File: src/design/timer16_pkg.sv
package timer16_pkg;

	// =====================================================
	// widths and reset values
	localparam int          COUNT_W    = 16;
	localparam logic [15:0] COUNT_MAX  = 16'hFFFF;
	localparam logic [15:0] COUNT_ZERO = 16'h0000;
	localparam logic [15:0] CCR_RESET  = 16'h0000;

	// =====================================================
	// field positions inside prescale_mode0
	localparam int CLK_SEL_LSB   = 0;
	localparam int EDGE_SEL0_LSB = 4;
	localparam int EDGE_SEL1_LSB = 6;

	// =====================================================
	// count clock divider
	localparam int          DIV_W      = 3;
	localparam logic [2:0]  DIV_RESET  = 3'h0;

	// =====================================================
	// enumerations
	typedef enum logic [1:0] {
		RUN_STOP,
		RUN_FREE,
		RUN_TRIG_CLR,
		RUN_MATCH_CLR
	} run_mode_type;

	typedef enum logic [1:0] {
		EDGE_FALL,
		EDGE_RISE,
		EDGE_NONE,
		EDGE_BOTH
	} edge_sel_type;

	typedef enum logic [1:0] {
		CLK_DIV2,
		CLK_DIV4,
		CLK_DIV8,
		CLK_TRIG0
	} clk_sel_type;

	// =====================================================
	// control bundle
	typedef struct packed {
		logic cr0_capture;
		logic cr0_trig_inv;
		logic cr1_capture;
	} cap_cmp_ctrl_type;

	typedef struct packed {
		logic out_en;
		logic oneshot_en;
	} output_ctrl_type;

	typedef struct packed {
		run_mode_type     run_mode_bits;
		cap_cmp_ctrl_type cap_cmp_ctrl;
		output_ctrl_type  output_ctrl;
	} ctrl_type;

endpackage

File: src/design/count_clock_gen.sv
`timescale 1ns/100ps
`default_nettype none

module count_clock_gen
	import timer16_pkg::*;
(
	// clock and reset
	input  wire logic       clk_sys_in,
	input  wire logic       reset_in,
	// selection
	input  wire logic [1:0] clk_sel_in,
	// ticks
	output logic            half_tick_out,
	output logic            rise_tick_out,
	output logic            fall_tick_out
);

	// =====================================================
	// free running divider
	// runs regardless of the timer so a start lands anywhere in a period
	logic [DIV_W-1:0] div_ff;
	logic [DIV_W-1:0] mask;

	always_ff @(posedge clk_sys_in or posedge reset_in) begin
		if (reset_in) begin
			div_ff <= DIV_RESET;
		end else begin
			div_ff <= div_ff + 3'h1;
		end
	end

	always_comb begin
		case (clk_sel_in)
			2'h0:    mask = 3'h1;
			2'h1:    mask = 3'h3;
			default: mask = 3'h7;
		endcase
	end

	// =====================================================
	// tick decode
	assign half_tick_out = div_ff[0];
	assign rise_tick_out = (div_ff & mask) == mask;
	assign fall_tick_out = (div_ff & mask) == (mask >> 1);

endmodule

`default_nettype wire

File: src/design/trig_edge_filter.sv
`timescale 1ns/100ps
`default_nettype none

module trig_edge_filter (
	// clock and reset
	input  wire logic clk_sys_in,
	input  wire logic reset_in,
	// pin and sampling
	input  wire logic pin_in,
	input  wire logic sample_in,
	input  wire logic enable_in,
	// accepted edges
	output logic      rise_out,
	output logic      fall_out
);

	// =====================================================
	// two equal samples before a level is accepted
	logic samp_ff;
	logic level_ff;
	logic seen_ff;
	logic accept;

	assign accept = sample_in && (pin_in == samp_ff) && (pin_in != level_ff);

	always_ff @(posedge clk_sys_in or posedge reset_in) begin
		if (reset_in) begin
			samp_ff <= 1'b0;
		end else if (sample_in) begin
			samp_ff <= pin_in;
		end
	end

	// level stays low until first enable, so a high pin then reads as rise
	always_ff @(posedge clk_sys_in or posedge reset_in) begin
		if (reset_in) begin
			seen_ff  <= 1'b0;
			level_ff <= 1'b0;
		end else begin
			if (enable_in) begin
				seen_ff <= 1'b1;
			end
			if (accept && (enable_in || seen_ff)) begin
				level_ff <= pin_in;
			end
		end
	end

	always_ff @(posedge clk_sys_in or posedge reset_in) begin
		if (reset_in) begin
			rise_out <= 1'b0;
			fall_out <= 1'b0;
		end else begin
			rise_out <= accept && enable_in && pin_in;
			fall_out <= accept && enable_in && !pin_in;
		end
	end

endmodule

`default_nettype wire

File: src/design/timer16_core.sv
// Function
// counter halts while run mode is zero, counts at once otherwise.
// first match after start may lag by up to one count clock.
// software loads both compare registers nonzero in match-clear mode.
// compare lowered below count: count on, wrap, restart from zero.
// software stops and restarts after lowering compare register zero.
// capture beats a coincident read; read value undefined; interrupt raised.
// software stops the timer before changing edge selection.
// software does not retrigger software pulse while pulse is active.
// external edge during pulse clears counter and restarts the pulse.
// external trigger still works in software one-shot operation.
// wrap flag also set on match clear from FFFF to zero.
// wrap flag clear before next count clock is overridden.
// reading the counter causes no capture into register one.
// trigger pin edges ignored while the timer is stopped.
// one-shot only in free-running or edge clear-and-start modes.
// capture on trigger zero unusable when it is the count clock.
// both edges plus inverse-phase capture trigger gives no capture.
// capture pulses must last over two count clock periods.
// capture on count clock fall, interrupt on following rise.
// register in compare mode ignores capture triggers.
// pin high after reset gives rising edge on first enable only.
// count edge sampled at half rate, capture at count clock, twice.
// prescale bits four and five choose the trigger zero edge.
// software trigger clears, starts, pulse on smaller match, off larger.
`timescale 1ns/100ps
`default_nettype none

module timer16_core
	import timer16_pkg::*;
#(
	parameter int CW = COUNT_W
) (
	// clock and reset
	input  wire logic          clk_sys_in,
	input  wire logic          reset_in,
	// configuration
	input  wire ctrl_type      ctrl_in,
	input  wire logic [7:0]    prescale_mode0_in,
	// software strobes
	input  wire logic          soft_pulse_trigger_in,
	input  wire logic          wr_cr0_in,
	input  wire logic          wr_cr1_in,
	input  wire logic [CW-1:0] wr_data_in,
	input  wire logic          rd_cr0_in,
	input  wire logic          rd_cr1_in,
	input  wire logic          clr_wrap_in,
	// pins
	input  wire logic          trig_in0,
	input  wire logic          trig_in1,
	// status and data
	output logic [CW-1:0]      timer_count_out,
	output logic [CW-1:0]      cap_cmp_reg0_out,
	output logic [CW-1:0]      cap_cmp_reg1_out,
	output logic [CW-1:0]      rd_data_out,
	output logic               wrap_flag_out,
	output logic               match_irq0_out,
	output logic               match_irq1_out,
	output logic               pulse_out
);

	// =====================================================
	// decode
	function automatic logic edge_hit(input edge_sel_type sel,
	                                  input logic rise, input logic fall);
		case (sel)
			EDGE_FALL: edge_hit = fall;
			EDGE_RISE: edge_hit = rise;
			EDGE_BOTH: edge_hit = rise | fall;
			default:   edge_hit = 1'b0;
		endcase
	endfunction

	run_mode_type     mode;
	edge_sel_type     esel0;
	edge_sel_type     esel1;
	clk_sel_type      csel;
	cap_cmp_ctrl_type cc;
	logic             running;

	assign mode    = ctrl_in.run_mode_bits;
	assign cc      = ctrl_in.cap_cmp_ctrl;
	assign esel0   = edge_sel_type'(prescale_mode0_in[EDGE_SEL0_LSB +: 2]);
	assign esel1   = edge_sel_type'(prescale_mode0_in[EDGE_SEL1_LSB +: 2]);
	assign csel    = clk_sel_type'(prescale_mode0_in[CLK_SEL_LSB +: 2]);
	assign running = mode != RUN_STOP;

	// =====================================================
	// count clock and pin filters
	logic half_tick;
	logic rise_tick;
	logic fall_tick;
	logic cnt_rise;
	logic cnt_fall;
	logic t0_rise;
	logic t0_fall;
	logic t1_rise;
	logic t1_fall;

	count_clock_gen u_clk (
		.clk_sys_in    (clk_sys_in),
		.reset_in      (reset_in),
		.clk_sel_in    (prescale_mode0_in[CLK_SEL_LSB +: 2]),
		.half_tick_out (half_tick),
		.rise_tick_out (rise_tick),
		.fall_tick_out (fall_tick)
	);

	// count edge filter samples at half the system rate
	trig_edge_filter u_cnt_edge (
		.clk_sys_in (clk_sys_in),
		.reset_in   (reset_in),
		.pin_in     (trig_in0),
		.sample_in  (half_tick),
		.enable_in  (running),
		.rise_out   (cnt_rise),
		.fall_out   (cnt_fall)
	);

	// capture filters sample at the selected count clock
	trig_edge_filter u_t0_edge (
		.clk_sys_in (clk_sys_in),
		.reset_in   (reset_in),
		.pin_in     (trig_in0),
		.sample_in  (fall_tick),
		.enable_in  (running),
		.rise_out   (t0_rise),
		.fall_out   (t0_fall)
	);

	trig_edge_filter u_t1_edge (
		.clk_sys_in (clk_sys_in),
		.reset_in   (reset_in),
		.pin_in     (trig_in1),
		.sample_in  (fall_tick),
		.enable_in  (running),
		.rise_out   (t1_rise),
		.fall_out   (t1_fall)
	);

	// =====================================================
	// events
	logic          ext_clk;
	logic          tick;
	logic          t0_valid;
	logic          t0_inverse;
	logic          t1_valid;
	logic          cap0_trig;
	logic          cap1_trig;
	logic          oneshot_ok;
	logic          restart;
	logic          match0;
	logic          match1;
	logic          match_clr;
	logic          overflow;
	logic [CW-1:0] pulse_on;
	logic [CW-1:0] pulse_off;

	assign ext_clk    = csel == CLK_TRIG0;
	assign tick       = running && (ext_clk ? edge_hit(esel0, cnt_rise, cnt_fall)
	                                        : rise_tick);
	assign t0_valid   = edge_hit(esel0, t0_rise, t0_fall);
	assign t1_valid   = edge_hit(esel1, t1_rise, t1_fall);
	// inverse phase of a both-edge selection is empty
	assign t0_inverse = (esel0 == EDGE_RISE) ? t0_fall
	                  : (esel0 == EDGE_FALL) ? t0_rise : 1'b0;
	// trigger zero as count clock leaves its capture unusable
	assign cap0_trig  = cc.cr0_capture && (cc.cr0_trig_inv ?
	                    (t0_inverse && !ext_clk) : t1_valid);
	assign cap1_trig  = cc.cr1_capture && t0_valid && !ext_clk;
	assign oneshot_ok = ctrl_in.output_ctrl.oneshot_en &&
	                    (mode == RUN_FREE || mode == RUN_TRIG_CLR);
	// external edge retriggers even in software one-shot use
	assign restart    = running && ((mode == RUN_TRIG_CLR && t0_valid) ||
	                    (oneshot_ok && (soft_pulse_trigger_in || t0_valid)));
	assign match0     = timer_count_out == cap_cmp_reg0_out;
	assign match1     = timer_count_out == cap_cmp_reg1_out;
	// only equality clears, so a lowered compare lets the count wrap
	assign match_clr  = mode == RUN_MATCH_CLR && match0 && !cc.cr0_capture;
	assign overflow   = tick && !restart && timer_count_out == CW'(COUNT_MAX);
	assign pulse_on   = (cap_cmp_reg1_out < cap_cmp_reg0_out) ?
	                    cap_cmp_reg1_out : cap_cmp_reg0_out;
	assign pulse_off  = (cap_cmp_reg1_out < cap_cmp_reg0_out) ?
	                    cap_cmp_reg0_out : cap_cmp_reg1_out;

	// =====================================================
	// counter
	logic [CW-1:0] count_ff;

	always_ff @(posedge clk_sys_in or posedge reset_in) begin
		if (reset_in) begin
			count_ff <= CW'(COUNT_ZERO);
		end else if (!running) begin
			count_ff <= CW'(COUNT_ZERO);
		end else if (restart) begin
			count_ff <= CW'(COUNT_ZERO);
		end else if (tick) begin
			// prescaler free-runs, so first tick lags up to one period
			if (match_clr) begin
				count_ff <= CW'(COUNT_ZERO);
			end else begin
				count_ff <= count_ff + CW'(16'h0001);
			end
		end
	end
	assign timer_count_out = count_ff;

	// =====================================================
	// capture/compare registers, capture over write
	logic [CW-1:0] cr0_ff;
	logic [CW-1:0] cr1_ff;

	always_ff @(posedge clk_sys_in or posedge reset_in) begin
		if (reset_in) begin
			cr0_ff <= CW'(CCR_RESET);
		end else if (cap0_trig) begin
			cr0_ff <= count_ff;
		end else if (wr_cr0_in) begin
			cr0_ff <= wr_data_in;
		end
	end

	always_ff @(posedge clk_sys_in or posedge reset_in) begin
		if (reset_in) begin
			cr1_ff <= CW'(CCR_RESET);
		end else if (cap1_trig) begin
			cr1_ff <= count_ff;
		end else if (wr_cr1_in) begin
			cr1_ff <= wr_data_in;
		end
	end
	assign cap_cmp_reg0_out = cr0_ff;
	assign cap_cmp_reg1_out = cr1_ff;

	// read path samples the old value; capture still lands
	logic [CW-1:0] rd_ff;

	always_ff @(posedge clk_sys_in or posedge reset_in) begin
		if (reset_in) begin
			rd_ff <= CW'(CCR_RESET);
		end else if (rd_cr0_in) begin
			rd_ff <= cr0_ff;
		end else if (rd_cr1_in) begin
			rd_ff <= cr1_ff;
		end
	end
	assign rd_data_out = rd_ff;

	// =====================================================
	// interrupts: capture held until next count clock rise
	logic cap0_pend_ff;
	logic cap1_pend_ff;
	logic irq0_ff;
	logic irq1_ff;

	always_ff @(posedge clk_sys_in or posedge reset_in) begin
		if (reset_in) begin
			cap0_pend_ff <= 1'b0;
			cap1_pend_ff <= 1'b0;
		end else begin
			cap0_pend_ff <= cap0_trig || (cap0_pend_ff && !rise_tick);
			cap1_pend_ff <= cap1_trig || (cap1_pend_ff && !rise_tick);
		end
	end

	always_ff @(posedge clk_sys_in or posedge reset_in) begin
		if (reset_in) begin
			irq0_ff <= 1'b0;
			irq1_ff <= 1'b0;
		end else begin
			irq0_ff <= (cap0_pend_ff && rise_tick) ||
			           (tick && match0 && !cc.cr0_capture);
			irq1_ff <= (cap1_pend_ff && rise_tick) ||
			           (tick && match1 && !cc.cr1_capture);
		end
	end
	assign match_irq0_out = irq0_ff;
	assign match_irq1_out = irq1_ff;

	// =====================================================
	// wrap flag; set wins, and stays until the next count clock, restart or stop
	logic wrap_ff;
	logic wrap_hold_ff;
	logic wrap_set;

	assign wrap_set = overflow ||
	                  (tick && match_clr && cr0_ff == CW'(COUNT_MAX));

	always_ff @(posedge clk_sys_in or posedge reset_in) begin
		if (reset_in) begin
			wrap_hold_ff <= 1'b0;
		end else if (wrap_set) begin
			wrap_hold_ff <= 1'b1;
		end else if (tick || restart || !running) begin
			wrap_hold_ff <= 1'b0;
		end
	end

	always_ff @(posedge clk_sys_in or posedge reset_in) begin
		if (reset_in) begin
			wrap_ff <= 1'b0;
		end else begin
			wrap_ff <= wrap_set || wrap_hold_ff ||
			           (wrap_ff && !clr_wrap_in);
		end
	end
	assign wrap_flag_out = wrap_ff;

	// =====================================================
	// one-shot pulse
	logic pulse_ff;
	logic armed_ff;

	always_ff @(posedge clk_sys_in or posedge reset_in) begin
		if (reset_in) begin
			armed_ff <= 1'b0;
			pulse_ff <= 1'b0;
		end else if (!running || !oneshot_ok) begin
			armed_ff <= 1'b0;
			pulse_ff <= 1'b0;
		end else if (restart) begin
			armed_ff <= 1'b1;
			pulse_ff <= 1'b0;
		end else if (tick && armed_ff) begin
			if (count_ff == pulse_off) begin
				armed_ff <= 1'b0;
				pulse_ff <= 1'b0;
			end else if (count_ff == pulse_on) begin
				pulse_ff <= ctrl_in.output_ctrl.out_en;
			end
		end
	end
	assign pulse_out = pulse_ff;

endmodule

`default_nettype wire

File: config.mk
export PLATFORM = sky130hd
export DESIGN_NAME = timer16_core
export DESIGN_NICKNAME = d
export VERILOG_FILES = /design/src/design/timer16_pkg.sv /design/src/design/count_clock_gen.sv /design/src/design/trig_edge_filter.sv /design/src/design/timer16_core.sv
export SDC_FILE = /design/constraint.sdc
export NUM_CORES = 1
export LEC_CHECK = 0
export ABC_AREA = 1
export BUFFER_PORTS_ARGS = -buffer_cell sky130_fd_sc_hd__buf_4
export CORE_ASPECT_RATIO = 1.2
export CORE_UTILIZATION = 30
export CTS_CLUSTER_DIAMETER = 100
export DETAILED_ROUTE_END_ITERATION = 16
export PLACE_DENSITY = 0.52
export SLEW_MARGIN = 10
export SYNTH_ARGS = -nofsm -noshare
export SYNTH_HDL_FRONTEND = slang
export SYNTH_SLANG_ARGS = --single-unit
File: constraint.sdc
create_clock -name clk_sys_in -period 2.42 [get_ports clk_sys_in]
set_input_delay 0.242 -clock clk_sys_in [delete_from_list [all_inputs] [get_ports clk_sys_in]]
set_output_delay 0.242 -clock clk_sys_in [all_outputs]
set_load 0.005 [all_outputs]
Word-level counts from Yosys, hierarchy flattened
Cells that the tools add are included.
{ "word_totals": {"register_bits": 88, "out_inout_bits": 68, "wordCells": 168} }
{ "op_classes": {"n_addsub": 2, "n_lt_le_gt_ge": 1, "n_eq_ne": 24, "mux": 31, "bitwise": 4, "reduce_logical": 80} }
{ "op_table": {"columns": ["cell", "n"], "rows": [
  ["16-bit two-way mux", 12],
  ["16-bit equality test", 4],
  ["1-bit logical AND", 43],
  ["16-bit equality test, second input constant", 2],
  ["16-bit by 1-bit adder with 16-bit output, second input constant", 1],
  ["16-bit less-than comparator", 1],
  ["1-bit two-way mux", 15],
  ["1-bit logical OR", 14],
  ["2-bit equality test, second input constant", 5],
  ["1-bit logical NOT", 10],
  ["2-bit nonzero test", 5],
  ["1-bit one-hot mux with 3 select lines", 3],
  ["2-bit by 1-bit equality test with 1-bit output, second input constant", 4],
  ["2-bit logical NOT", 3],
  ["3-bit one-hot mux with 2 select lines", 1],
  ["3-bit nonzero test", 2],
  ["2-bit AND reduction", 2],
  ["4-bit nonzero test", 1],
  ["3-bit by 1-bit adder with 3-bit output, second input constant", 1],
  ["3-bit AND", 1],
  ["1-bit equality test", 3],
  ["3-bit by 2-bit equality test with 1-bit output", 1],
  ["3-bit equality test", 1],
  ["1-bit inequality test", 3],
  ["2 further kinds", 4]
]} }

Longest topological paths before layout
Gate-level depths: netlist of the first run.
{ "depth": {"ltp_word": 12, "depth_mapped": 20, "depth_no_buf": 20} }

Modules after synthesis
A second synthesis of the first run with hierarchy kept.
{ "unflattened": {"cells_unflattened": 699, "hier_area_um2": 5421.4} }
{ "by_module_without_submodules": {"columns": ["mod", "instances", "cells_per_inst", "area_each_um2"], "rows": [
  ["timer16_core", 1, 594, 4569.4],
  ["trig_edge_filter", 3, 28, 230.2],
  ["count_clock_gen", 1, 21, 161.4]
]} }

Worst setup path before layout of the first run
No wires, ideal clock.
{ "synth_path": {"path_kind": "register to register", "from": "register cr0_ff[5], in the netlist cap_cmp_reg0_out[5]", "to": "register pulse_ff, in the netlist pulse_out", "setup_time_ns": 0.116, "arrival_ns": 1.980, "t_required_ns": 2.304, "setup_slack_ns": 0.324, "path_stages_with_launch": 18, "path_buffers": 1, "synth_period_minus_slack_ns": 2.096, "cell_sequence": "dfrtp_1 > inv_1 > ha_1 > a21oi_1 > nor2_1 > nor3_1 > nand2_1 > nand2_2 > nand2_2 > buf_6 > nand2_1 > nand3_1 > nor2_1 > nand3_2 > nor2_1 > nor2_1 > nand2_1 > nand2_1"} }
{ "synth_between": {"elab_chain_cells": 7} }
{ "synth_lines": {"columns": ["item", "line_no", "text"], "rows": [
  ["from (decl)", "timer16_core.sv:210", "logic [CW-1:0] cr0_ff;"],
  ["from (signal assigned)", "timer16_core.sv:215", "cr0_ff <= CW'(CCR_RESET);"],
  ["from (signal assigned)", "timer16_core.sv:217", "cr0_ff <= count_ff;"],
  ["from (signal assigned)", "timer16_core.sv:219", "cr0_ff <= wr_data_in;"],
  ["16-bit less-than comparator", "timer16_core.sv:181, timer16_core.sv:183", null],
  ["16-bit two-way mux", "timer16_core.sv:183", "assign pulse_off = (cap_cmp_reg1_out < cap_cmp_reg0_out) ?"],
  ["16-bit equality test", "timer16_core.sv:325", "if (count_ff == pulse_off) begin"],
  ["1-bit two-way mux", "timer16_core.sv:325", null],
  ["1-bit two-way mux", "timer16_core.sv:324", "end else if (tick && armed_ff) begin"],
  ["1-bit two-way mux", "timer16_core.sv:321", "end else if (restart) begin"],
  ["1-bit two-way mux", "timer16_core.sv:318", "end else if (!running || !oneshot_ok) begin"],
  ["to (signal assigned)", "timer16_core.sv:329", "pulse_ff <= ctrl_in.output_ctrl.out_en;"],
  ["to (decl)", "timer16_core.sv:311", "logic pulse_ff;"]
]} }
Several ways; a longest one is shown, not always the timed one. The select of a mux whose other input is x is not followed.
A chain may end at the register's enable or synchronous reset.

Worst setup path after layout of the first run
{ "layout_path": {"from": "register cr0_ff[11], in the netlist cap_cmp_reg0_out[11]", "to": "register armed_ff"} }
{ "layout_between": {"elab_chain_cells": 5} }
{ "layout_lines": {"columns": ["item", "line_no", "text"], "rows": [
  ["16-bit less-than comparator", "timer16_core.sv:183", null],
  ["16-bit two-way mux *", "timer16_core.sv:183", null],
  ["16-bit equality test *", "timer16_core.sv:325", null],
  ["3-bit nonzero test (no source line) *", null, null],
  ["2-bit AND reduction (no source line) *", null, null],
  ["to (signal assigned)", "timer16_core.sv:319", "armed_ff <= 1'b0;"],
  ["to (signal assigned)", "timer16_core.sv:322", "armed_ff <= 1'b1;"],
  ["to (signal assigned)", "timer16_core.sv:326", "armed_ff <= 1'b0;"],
  ["to (decl)", "timer16_core.sv:312", "logic armed_ff;"]
]} }
Mark *: on every way between the ends. The rest lies on a longest branch, timed or not.

==> summary.txt, run 1 <==
STA
  – FMAX: 0.4384 GHz
  – Final Hold Viols: 0
  – Worst Tran Pin Value: roughly 0.67 ns
  – Relative slew slack: 54.98%
  – Worst clock skew: 0.006710 ns
  – Final Cycle Share: between 90 and 100%
  – Fin. max-slew vios: 0
  – Minimum clock period: approximately 2.3 ns
  – Final setup viols: 0

Setup path
  – Worst Path Required: 2.66 ns
  – Max FO, Critical Path: 5
  – CP arrival: ~2.5 ns
  – Worst Setup End Kind: register
  – Setup crit start: cap_cmp_reg0_out[11]$_DFFE_PP0P_
  – Critical path class: register to register
  – CP top delay family: simple AND/OR/NAND/NOR gates
  – Most frequent CP cell: nand2_1
  – Worst setup SP type: register
  – Worst-path cell chain: inv_2 -> ha_4 -> a21oi_1 -> a31oi_2 -> nor2_4 -> buf_6 -> nand3_1 -> nand3_1 -> nand2_1 -> nor2_1 -> nand3_1 -> nand2_1 -> nand2_2 -> nand2_1 -> nand2_1
  – Buf/Inv on CP: 2
  – Slowest CP cell: dfrtp_1
  – Reg-to-reg startpoint: cap_cmp_reg0_out[11]$_DFFE_PP0P_
  – Slowest stage delay, CP: roughly 0.42 ns

Logic synthesis
  – Ys async rst share: 100.0%
  – Post-synth EDFFs: 0
  – Cell Area, Synth: between 5000 and 6000 um^2
  – Leading area contributor after synthesis: dfrtp_1
  – Synthesis-stage register bit count: 88
  – Most frequent cell after synthesis: nand2_1
  – Avg Inst Size Synth: 8.047 um^2
  – Leading post-synthesis cells by cell area: dfrtp_1 (41%), nand2_1 (8.1%), nand3_1 (6.4%)
  – Seq/Total Area, Yosys: 41.46%
  – Synth Net Count: between 700 and 800
  – Commonest cells post-synth: nand2_1 (115), dfrtp_1 (88), inv_1 (80)
  – Yosys Warn Count: 0
  – Post-synth top area share: about two fifths
  – Mapped Cells: 660
  – Synth unique cells: 43
  – Most used flip-flop cell after synthesis: dfrtp_1

Floorplanning
  – Die W: between 100 and 150 um
  – Die Span Y: 147.8 um
  – Io pins: 109
  – Core area: 17110 um^2
  – Initial Util: 31.04%
  – Core Rows: 52
  – Die area: 18240 um^2

Power and ir drop
  – Pwr per Cell Area: 632.0 nW/um^2
  – Maximum vdd drop: 0.3393 mV
  – LEAKAGE: ~3.5 nW

Worst hold path
  – Hold path start: trig_in1
  – Hold WC Path Type: input port to register

GRT
  – Gr usage total: around a fifth
  – First-pass GRT wire length: 29.16 mm
  – Initial antenna violation count: 0
  – Vias in the first global route: 5181
  – Largest net degree at the start of global routing: 34
  – Grt ovf: 0

Drt
  – DR vias: 5329
  – WL final: 18.73 mm
  – Per-cell routed wire length: roughly 18 um
  – DRT iter0 DRCs: 425
  – DRC errors left: 0
  – Via density: 5.194
  – Final antenna-violating net count: 0
  – Pre-antenna DRT Iters: 5

Run status
  – Status: complete, no violations

Placement
  – HPWL reported at the end of detailed placement: 13.87 mm
  – Placer Congestion: 0.9066
  – Dpl cell area: approximately 6600 um^2
  – Port Buffers: 106

Cells and area
  – Filler Cells Inserted: approximately 1700
  – Layout area overhead: 35.57%
  – Final net count: 867
  – Final Instance Area: between 7000 and 8000 um^2
  – Core Util, Final: 42.08%
  – Antenna fix cells: 0
  – Ratio of cells with drive above 1 in the final layout: 30.86%

CTS
  – CTS max path bufs: 2
  – H-tree levels: 3
  – CTS tree: yes
  – Clock latency on the worst-skew pair: 0.35 ns
  – Num CTS Buffers: 9
  – Sink Count: 88
  – Clock Pin Slew Worst Setup and Hold Paths: 0.06 ns
  – Root Driver: clkbuf_16

Job
  – Max Cap Violations: 0
## layout make-up
cell class,instances,area [um^2],area share (%)
clock buffer,12,256.5,3.562
clock inverter,3,65.06,0.9036
inverter,91,345.3,4.796
timing repair buffer,164,1257,17.46
multi-input combinational,452,2794,38.80
tap,216,270.3,3.753
sequential,88,2212,30.72
## worst paths after layout
| check | to | slack (ns) | cells after the start |
|---|---|---|---|
| worst max-delay path | armed_ff$_DFFE_PP0P_ | 0.14 | 15 |
| worst min-delay path | u_t1_edge.fall_out$_DFF_PP0_ | 0.07 | 2 |
| worst max register to register | armed_ff$_DFFE_PP0P_ | 0.14 | 15 |
| worst min register to register | armed_ff$_DFFE_PP0P_ | 0.48 | 2 |
| max in group asynchronous | u_clk.div_ff[0]$_DFF_PP0_ | 1.28 | 4 |
| min in group asynchronous | timer_count_out[12]$_DFFE_PP0P_ | 0.47 | 3 |
## per-layer routing
metal	up-vias	part of all wire, %	global-route usage (%)
li1	2569	-	-
met1	2581	43	26.94
met2	156	51	36.59
met3	23	5.1	4.321
met4	0	1.4	5.904
met5	-	0	0
## flip-flops by register name, summed over array words and instances (netlist names), 3 cells and up
signal            cells
cap_cmp_reg0_out     16
cap_cmp_reg1_out     16
rd_data_out          16
timer_count_out      16
u_clk.div_ff          3
## power by group
group | internal (W) | switching [W] | total [W]
clock network | 0.000954 | 0.000592 | 0.00155
logic | 0.000586 | 0.000703 | 0.00129
registers | 0.00160 | 0.000113 | 0.00171
## cell families (layout without fill, tap and decap cells)
group / Yosys count / in the layout / share of synthesized area [%]
AO/OA/AOI/OAI: 129 / 129 / 16.18
AND/OR/NAND/NOR: 277 / 278 / 24.29
flip-flops: 88 / 88 / 41.46
adder cells (fa/ha/maj): 20 / 20 / 4.711
XOR/XNOR: 25 / 25 / 4.122
buffers and inverters: 121 / 270 / 9.234
## through the flow
step                      worst slack [ns]  TNS (ns)  hold slack, ns  std cells  total power, W
after floorplan                     0.3239         0          0.3084        660        0.002373
after global placement           -0.005888  -0.01136          0.3095        993        0.002867
after detailed placement          -0.01393  -0.02336          0.3140        993        0.002893
after CTS                          0.02705         0         0.06090       1009        0.004450
after global routing              -0.01823  -0.03774         0.06456       1026        0.004800
final                               0.1392         0         0.07286       1026        0.004551
## layout by cell type (no fill, tap or decap), types with 4 or more instances in the layout
cell       synthesis  final
inv_2             11     18
a21oi_1           18     17
xor2_1            12     12
o21ai_1            3      5
o221ai_1          31     31
nor3_2             2      4
nand3_1           68     65
xnor2_1           13     12
nor2_1            45     44
nand4_1            9      9
buf_4              3    159
clkbuf_16          0      9
o21ai_0           19     17
nor3_1             9      7
dfrtp_1           88     80
a31oi_1           19     18
o22ai_1           27     27
nand3_2            3      6
nor2_2             7      7
ha_1              20     14
dfrtp_2            0      8
nand2_2            7     10
ha_4               0      6
nand2_1          115    110
inv_1             80     72
## repair_timing
item                                    CTS  global route
gates resized for setup                   1            47
hold buffers                              1             0
hold endpoints to repair                 18             0
endpoints found under the setup margin    2             8
buffers inserted                          0            14
gates cloned                              0             3
pin swaps                                 0            13
Power figures use the tool's default switching activity.
==> run 2: changes to the inputs <==
- CORE_UTILIZATION: 30 -> 50
- PLACE_DENSITY: 0.52 -> 0.78
==> run 2 against run 1 <==
  * Register-to-register slack barely moved
  * Sequential share of layout area rose by 0.86 points
  * Clock-buffer cell count fell by 3
  * Routed wire length fell by 9.7%
  * Cell count fell by 9.9%
  * Critical endpoint unchanged
  * Largest power group unchanged
==> summary.txt, run 2 (synthesized netlist as in run 1, its figures left out) <==
Drt
  – Final antenna-violating net count: 0
  – DRC errors left: 0
  – Pre-antenna DRT Iters: 6
  – DRT iter0 DRCs: 420
  – Per-cell routed wire length: 18.30 um
  – Via density: 6.002
  – WL final: 16.91 mm
  – DR vias: 5546

Setup path
  – Slowest CP cell: dfrtp_1
  – Worst Path Required: 2.66 ns
  – Buf/Inv on CP: 2
  – Worst Setup End Kind: register
  – Worst-path cell chain: inv_2 -> ha_4 -> a21oi_1 -> a31oi_2 -> nor2_4 -> buf_2 -> nand3_1 -> nand3_1 -> nand2_1 -> nor2_1 -> nand3_1 -> nand2_2 -> nand2_2 -> nand2_1 -> nand2_1
  – CP top delay family: simple AND/OR/NAND/NOR gates
  – CP arrival: approximately 2.5 ns
  – Slowest stage delay, CP: 0.42 ns
  – Worst setup SP type: register
  – Max FO, Critical Path: 5
  – Critical path class: register to register

Power and ir drop
  – Internal power: 0.003177 W
  – Clock power share: 35.8%
  – Logic pwr share: 26.9%
  – Switch share: a little under a third
  – Pwr per Cell Area: 659.0 nW/um^2
  – Sw power: around 0.0014 W
  – LEAKAGE: 3.422 nW
  – Sequential share of power: 37.3%
  – Tot Pwr: 0.004601 W
  – Maximum vdd drop: 0.4205 mV

Floorplanning
  – Io pins: 109
  – Core area: 10160 um^2
  – Die Span Y: 114.9 um
  – Die W: 96.09 um
  – Core Rows: 40
  – Die area: 11040 um^2
  – Initial Util: 52.28%

STA
  – Worst clock skew: 0.003546 ns
  – FMAX: ~0.44 GHz
  – Worst Tran Pin Value: between 0.6 and 0.7 ns
  – Final setup viols: 0
  – Fin. max-slew vios: 0
  – Worst hold slack: roughly 0.074 ns
  – Relative slew slack: between 50% and 60%
  – Final Hold Viols: 0
  – Minimum clock period: about 2.3 ns
  – Final Cycle Share: a little over nine tenths

GRT
  – Initial antenna violation count: 0
  – Gr usage total: 32.26%
  – Grt ovf: 0
  – Vias in the first global route: 5509
  – First-pass GRT wire length: approximately 27 mm
  – Largest net degree at the start of global routing: 52

Placement
  – HPWL reported at the end of detailed placement: approximately 12 mm
  – Port Buffers: around 110
  – Placer Congestion: between 0.9 and 1

Run status
  – Status: complete, no violations

Cells and area
  – Most common cell after layout, fill and taps aside: buf_4
  – Register area: around 2200 um^2
  – Ratio of cells with drive above 1 in the final layout: 28.70%
  – Filler Cells Inserted: between 800 and 900
  – Area of the multi-input gates: ~2800 um^2
  – Commonest non-fill, non-tap cells in the layout: buf_4 (148), nand2_1 (110), dfrtp_1 (86), inv_1 (74), nand3_1 (66)
  – Final net count: ~850
  – Layout area overhead: 31.45%
  – Antenna fix cells: 0

Worst hold path
  – Hold WC Path Type: input port to register

CTS
  – Clock latency on the worst-skew pair: 0.35 ns
  – Clock Pin Slew Worst Setup and Hold Paths: 0.07 ns
  – Num CTS Buffers: 9
  – CTS tree: yes
  – Root Driver: clkbuf_16
  – H-tree levels: 3
  – Sink Count: 88
  – CTS max path bufs: 2

Job
  – Max Cap Violations: 0
run 2: cell types whose count changed in the layout (fill, tap and decap cells not counted), moves of 2 or more:
cell      change
buf_6         -2
dfrtp_2       -6
buf_4        -11
inv_6         +2
clkinv_4      +2
dfrtp_1       +6
inv_1         +2
inv_2         -2
clkbuf_8      -2
run 2: what timing repair did:
item	CTS	global route
gates resized for setup	1	32
buffers inserted	0	11
hold buffers	1	0
cloned	0	1
pin swaps	0	9
setup endpoints to repair	2	5
endpoints found under the hold margin	22	0
run 2: through the flow:
step                      utilization [%]  setup TNS (ns)  worst slack [ns]  std cells  cell area [um^2]
after detailed placement            62.80         -0.1224          -0.06702        895              6380
after CTS                           66.39               0          0.001304        912              6745
after global routing                68.72        -0.03048          -0.01640        924              6982
final                               68.72               0            0.1449        924              6982
after floorplan                         -               0            0.3239        660              5315
after global placement              62.80               0           0.04422        895              6380
run 2: worst paths after layout:
path                       cells after the start                               end  slack (ns)                              from
max                                           15              armed_ff$_DFFE_PP0P_        0.14  cap_cmp_reg0_out[11]$_DFFE_PP0P_
min                                            2      u_t1_edge.fall_out$_DFF_PP0_        0.07                          trig_in1
max reg2reg                                   15              armed_ff$_DFFE_PP0P_        0.14  cap_cmp_reg0_out[11]$_DFFE_PP0P_
min reg2reg                                    2           wrap_flag_out$_DFF_PP0_        0.48          wrap_hold_ff$_DFFE_PP0P_
max in group asynchronous                      4    timer_count_out[1]$_DFFE_PP0P_        1.28                          reset_in
min in group asynchronous                      3  cap_cmp_reg0_out[12]$_DFFE_PP0P_        0.50                          reset_in
run 2: per-layer routing:
| metal | track usage (%) | part of all wire [%] | vias to the layer above |
|---|---|---|---|
| met5 | 0 | 0 | - |
| met4 | 18.41 | 5.2 | 0 |
| met3 | 7.077 | 7.4 | 75 |
| met2 | 52.01 | 49 | 288 |
| met1 | 39.61 | 39 | 2631 |
| li1 | - | - | 2552 |
run 2: layout make-up:
cell class                      instances  share of cell area [%]
Sequential cell                        88                   31.58
Timing Repair Buffer                  152                   16.58
Clock buffer                            9                   3.226
Clock inverter                          7                   1.792
Tap cell                              126                   2.258
Inverter                               91                   4.946
Multi-Input combinational cell        451                   39.62
run 2: power groups by stage:
stage / combinational [W] / sequential, W / clock [W]
detailed placement: 0.00111 / 0.00174 / 0
global route: 0.00137 / 0.00173 / 0.00171
finish: 0.00124 / 0.00172 / 0.00165
CTS: 0.00112 / 0.00171 / 0.00165
floorplan: 0.000639 / 0.00173 / 0
global placement: 0.00109 / 0.00173 / 0
==> run 3: changes to the inputs <==
- PLACE_DENSITY: 0.78 -> not set
- PLACE_DENSITY_LB_ADDON: not set -> 0.3
- clock period: 2.42 -> 1.9 ns (I/O delays scaled with it)
==> run 3 against run 2 <==
  * The flow now finishes with violations (setup timing)
  * First-iteration DRC count increased by 35%
  * Global-route usage increased by 3.7 points
  * Setup slack got worse by 0.47 ns
  * Highest routed layer unchanged
==> summary.txt, run 3 (synthesized netlist as in run 1, its figures left out) <==
Cells and area
  – Final net count: 949
  – Most common cell after layout, fill and taps aside: buf_4
  – Layout area overhead: 51.64%
  – Commonest non-fill, non-tap cells in the layout: buf_4 (227), nand2_1 (106), dfrtp_1 (87), inv_1 (71), nand3_1 (61)
  – Ratio of cells with drive above 1 in the final layout: about 41%
  – Antenna fix cells: 0

Drt
  – Pre-antenna DRT Iters: 5
  – Final antenna-violating net count: 0
  – DR vias: ~6000
  – DRT iter0 DRCs: ~570
  – DRC errors left: 0
  – Per-cell routed wire length: 19.87 um
  – WL final: 20.24 mm
  – Via density: a little over 6

Floorplanning
  – Die W: roughly 96 um
  – Core area: 10160 um^2
  – Initial Util: 52.28%
  – Die Span Y: roughly 110 um
  – Die area: 11040 um^2
  – Io pins: between 100 and 150
  – Core Rows: 40

GRT
  – Largest net degree at the start of global routing: 34
  – Vias in the first global route: 5930
  – First-pass GRT wire length: 29.59 mm
  – Gr usage total: between 30% and 40%
  – Initial antenna violation count: 0
  – Grt ovf: 0

Placement
  – Placer Congestion: around 0.92
  – Port Buffers: roughly 110
  – HPWL reported at the end of detailed placement: approximately 14 mm
  – Pre-CTS WS: -0.3110 ns

Setup path
  – Worst Setup End Kind: register
  – CP arrival: roughly 2.5 ns
  – Worst-path cell chain: ha_4 -> nand4_1 -> nor3_2 -> nand2_2 -> nand2_4 -> buf_12 -> nand2_1 -> nand3_1 -> nand2_1 -> nor2_1 -> nand3_1 -> nand2_1 -> nand2_1 -> nand2_1 -> nand2_1
  – Slowest CP cell: dfrtp_1
  – Critical path class: register to register
  – Max FO, Critical Path: 5
  – Most frequent CP cell: nand2_1
  – Worst setup SP type: register
  – Slowest stage delay, CP: 0.42 ns
  – Worst Path Required: 2.14 ns

STA
  – FMAX: 0.4486 GHz
  – Worst clock skew: ~0.0097 ns
  – Setup ws final: -0.3293 ns
  – RSZ-0062 raised after global routing: yes
  – Worst Tran Pin Value: 0.7174 ns
  – Final Hold Viols: 0
  – Final setup viols: 20
  – Fin. max-slew vios: 0
  – Relative slew slack: 52.07%
  – Final Cycle Share: 117.3%
  – Minimum clock period: 2.229 ns
  – Final setup TNS: -2.813 ns

CTS
  – H-tree levels: 3
  – CTS tree: yes
  – Root Driver: clkbuf_16
  – Clock Pin Slew Worst Setup and Hold Paths: approximately 0.070 ns
  – Sink Count: 88
  – Num CTS Buffers: 9
  – CTS max path bufs: 2
  – Clock latency on the worst-skew pair: roughly 0.35 ns

Power and ir drop
  – Pwr per Cell Area: 756.3 nW/um^2
  – Maximum vdd drop: 0.5929 mV
  – LEAKAGE: 3.975 nW

Run status
  – Status: complete, but fails checks
  – Failing checks: setup timing

Worst hold path
  – Hold WC Path Type: input port to register

Job
  – Max Cap Violations: 0
==> run 3: changes by cell type in the layout (fill, tap and decap cells not counted), sizes merged <==
cell	delta
bufinv	-2
clkinvlp	+3
clkinv	-1
inv	+1
clkbuf	+1
buf	+93
==> run 3: cell type report <==
cell class	instances	area, um^2
Multi-Input combinational cell	451	3053
Sequential cell	88	2203
Fill cell	639	2106
Timing Repair Buffer	246	1974
Inverter	91	350.3
Clock buffer	9	225.2
Tap cell	126	157.7
Clock inverter	7	78.83
Timing Repair inverter	1	11.26
==> run 3: metrics by stage <==
stage                     power [W]  instance area, um^2  instances  utilization (%)  hold slack, ns
after detailed placement   0.003905                 7139        985            70.27          0.3338
after CTS                  0.005871                 7675       1006            75.54         0.02191
after global routing       0.006312                 8054       1019            79.27         0.02808
after global placement     0.003845                 7139        985            70.27          0.3248
final                      0.006091                 8054       1019            79.27         0.02279
after floorplan            0.003043                 5351        660                -          0.2564
==> run 3: worst max-delay path, delay by kind of cell (launching register included) <==
family	cells	cell delay (ns)
AND/OR/NAND/NOR	13	1.28
adder cells (fa/ha/maj)	1	0.29
buffers and inverters	1	0.12
flip-flops	1	0.42
==> run 3: path summary, 6_finish.rpt <==
kind	start	end	slack (ns)	cells past startpoint
setup / recovery	cap_cmp_reg1_out[13]$_DFFE_PP0P_	armed_ff$_DFFE_PP0P_	-0.33	15
hold / removal	trig_in1	u_t1_edge.fall_out$_DFF_PP0_	0.02	2
setup reg to reg	cap_cmp_reg1_out[13]$_DFFE_PP0P_	armed_ff$_DFFE_PP0P_	-0.33	15
hold reg to reg	wrap_hold_ff$_DFFE_PP0P_	wrap_flag_out$_DFF_PP0_	0.50	2
max in group asynchronous	reset_in	armed_ff$_DFFE_PP0P_	0.79	4
min in group asynchronous	reset_in	timer_count_out[10]$_DFFE_PP0P_	0.51	3
==> run 3: power by group <==
group,leakage [nW],total [W],internal [W],switching [W]
registers,1.11,0.00218,0.00204,0.000139
clock network,0.139,0.00188,0.00103,0.000845
logic,2.72,0.00204,0.00100,0.00104
==> run 3: timing repair <==
item                                    CTS  global route
buffers inserted                          3            15
pin swaps                                 7            29
resized for setup                        40            60
endpoints found under the hold margin    28             0
endpoints found under the setup margin   20            21
hold buffers                              1             0
cloned                                    1             1
==> run 3: per-layer routing <==
metal / wire, um / vias to the layer above / part of all wire [%] / track usage (%)
li1: - / 2727 / - / -
met1: 7246 / 2921 / 36 / 43.82
met2: 9986 / 416 / 49 / 59.15
met3: 1880 / 114 / 9.3 / 8.069
met4: 1129 / 0 / 5.6 / 18.61
met5: 0 / - / 0 / 0
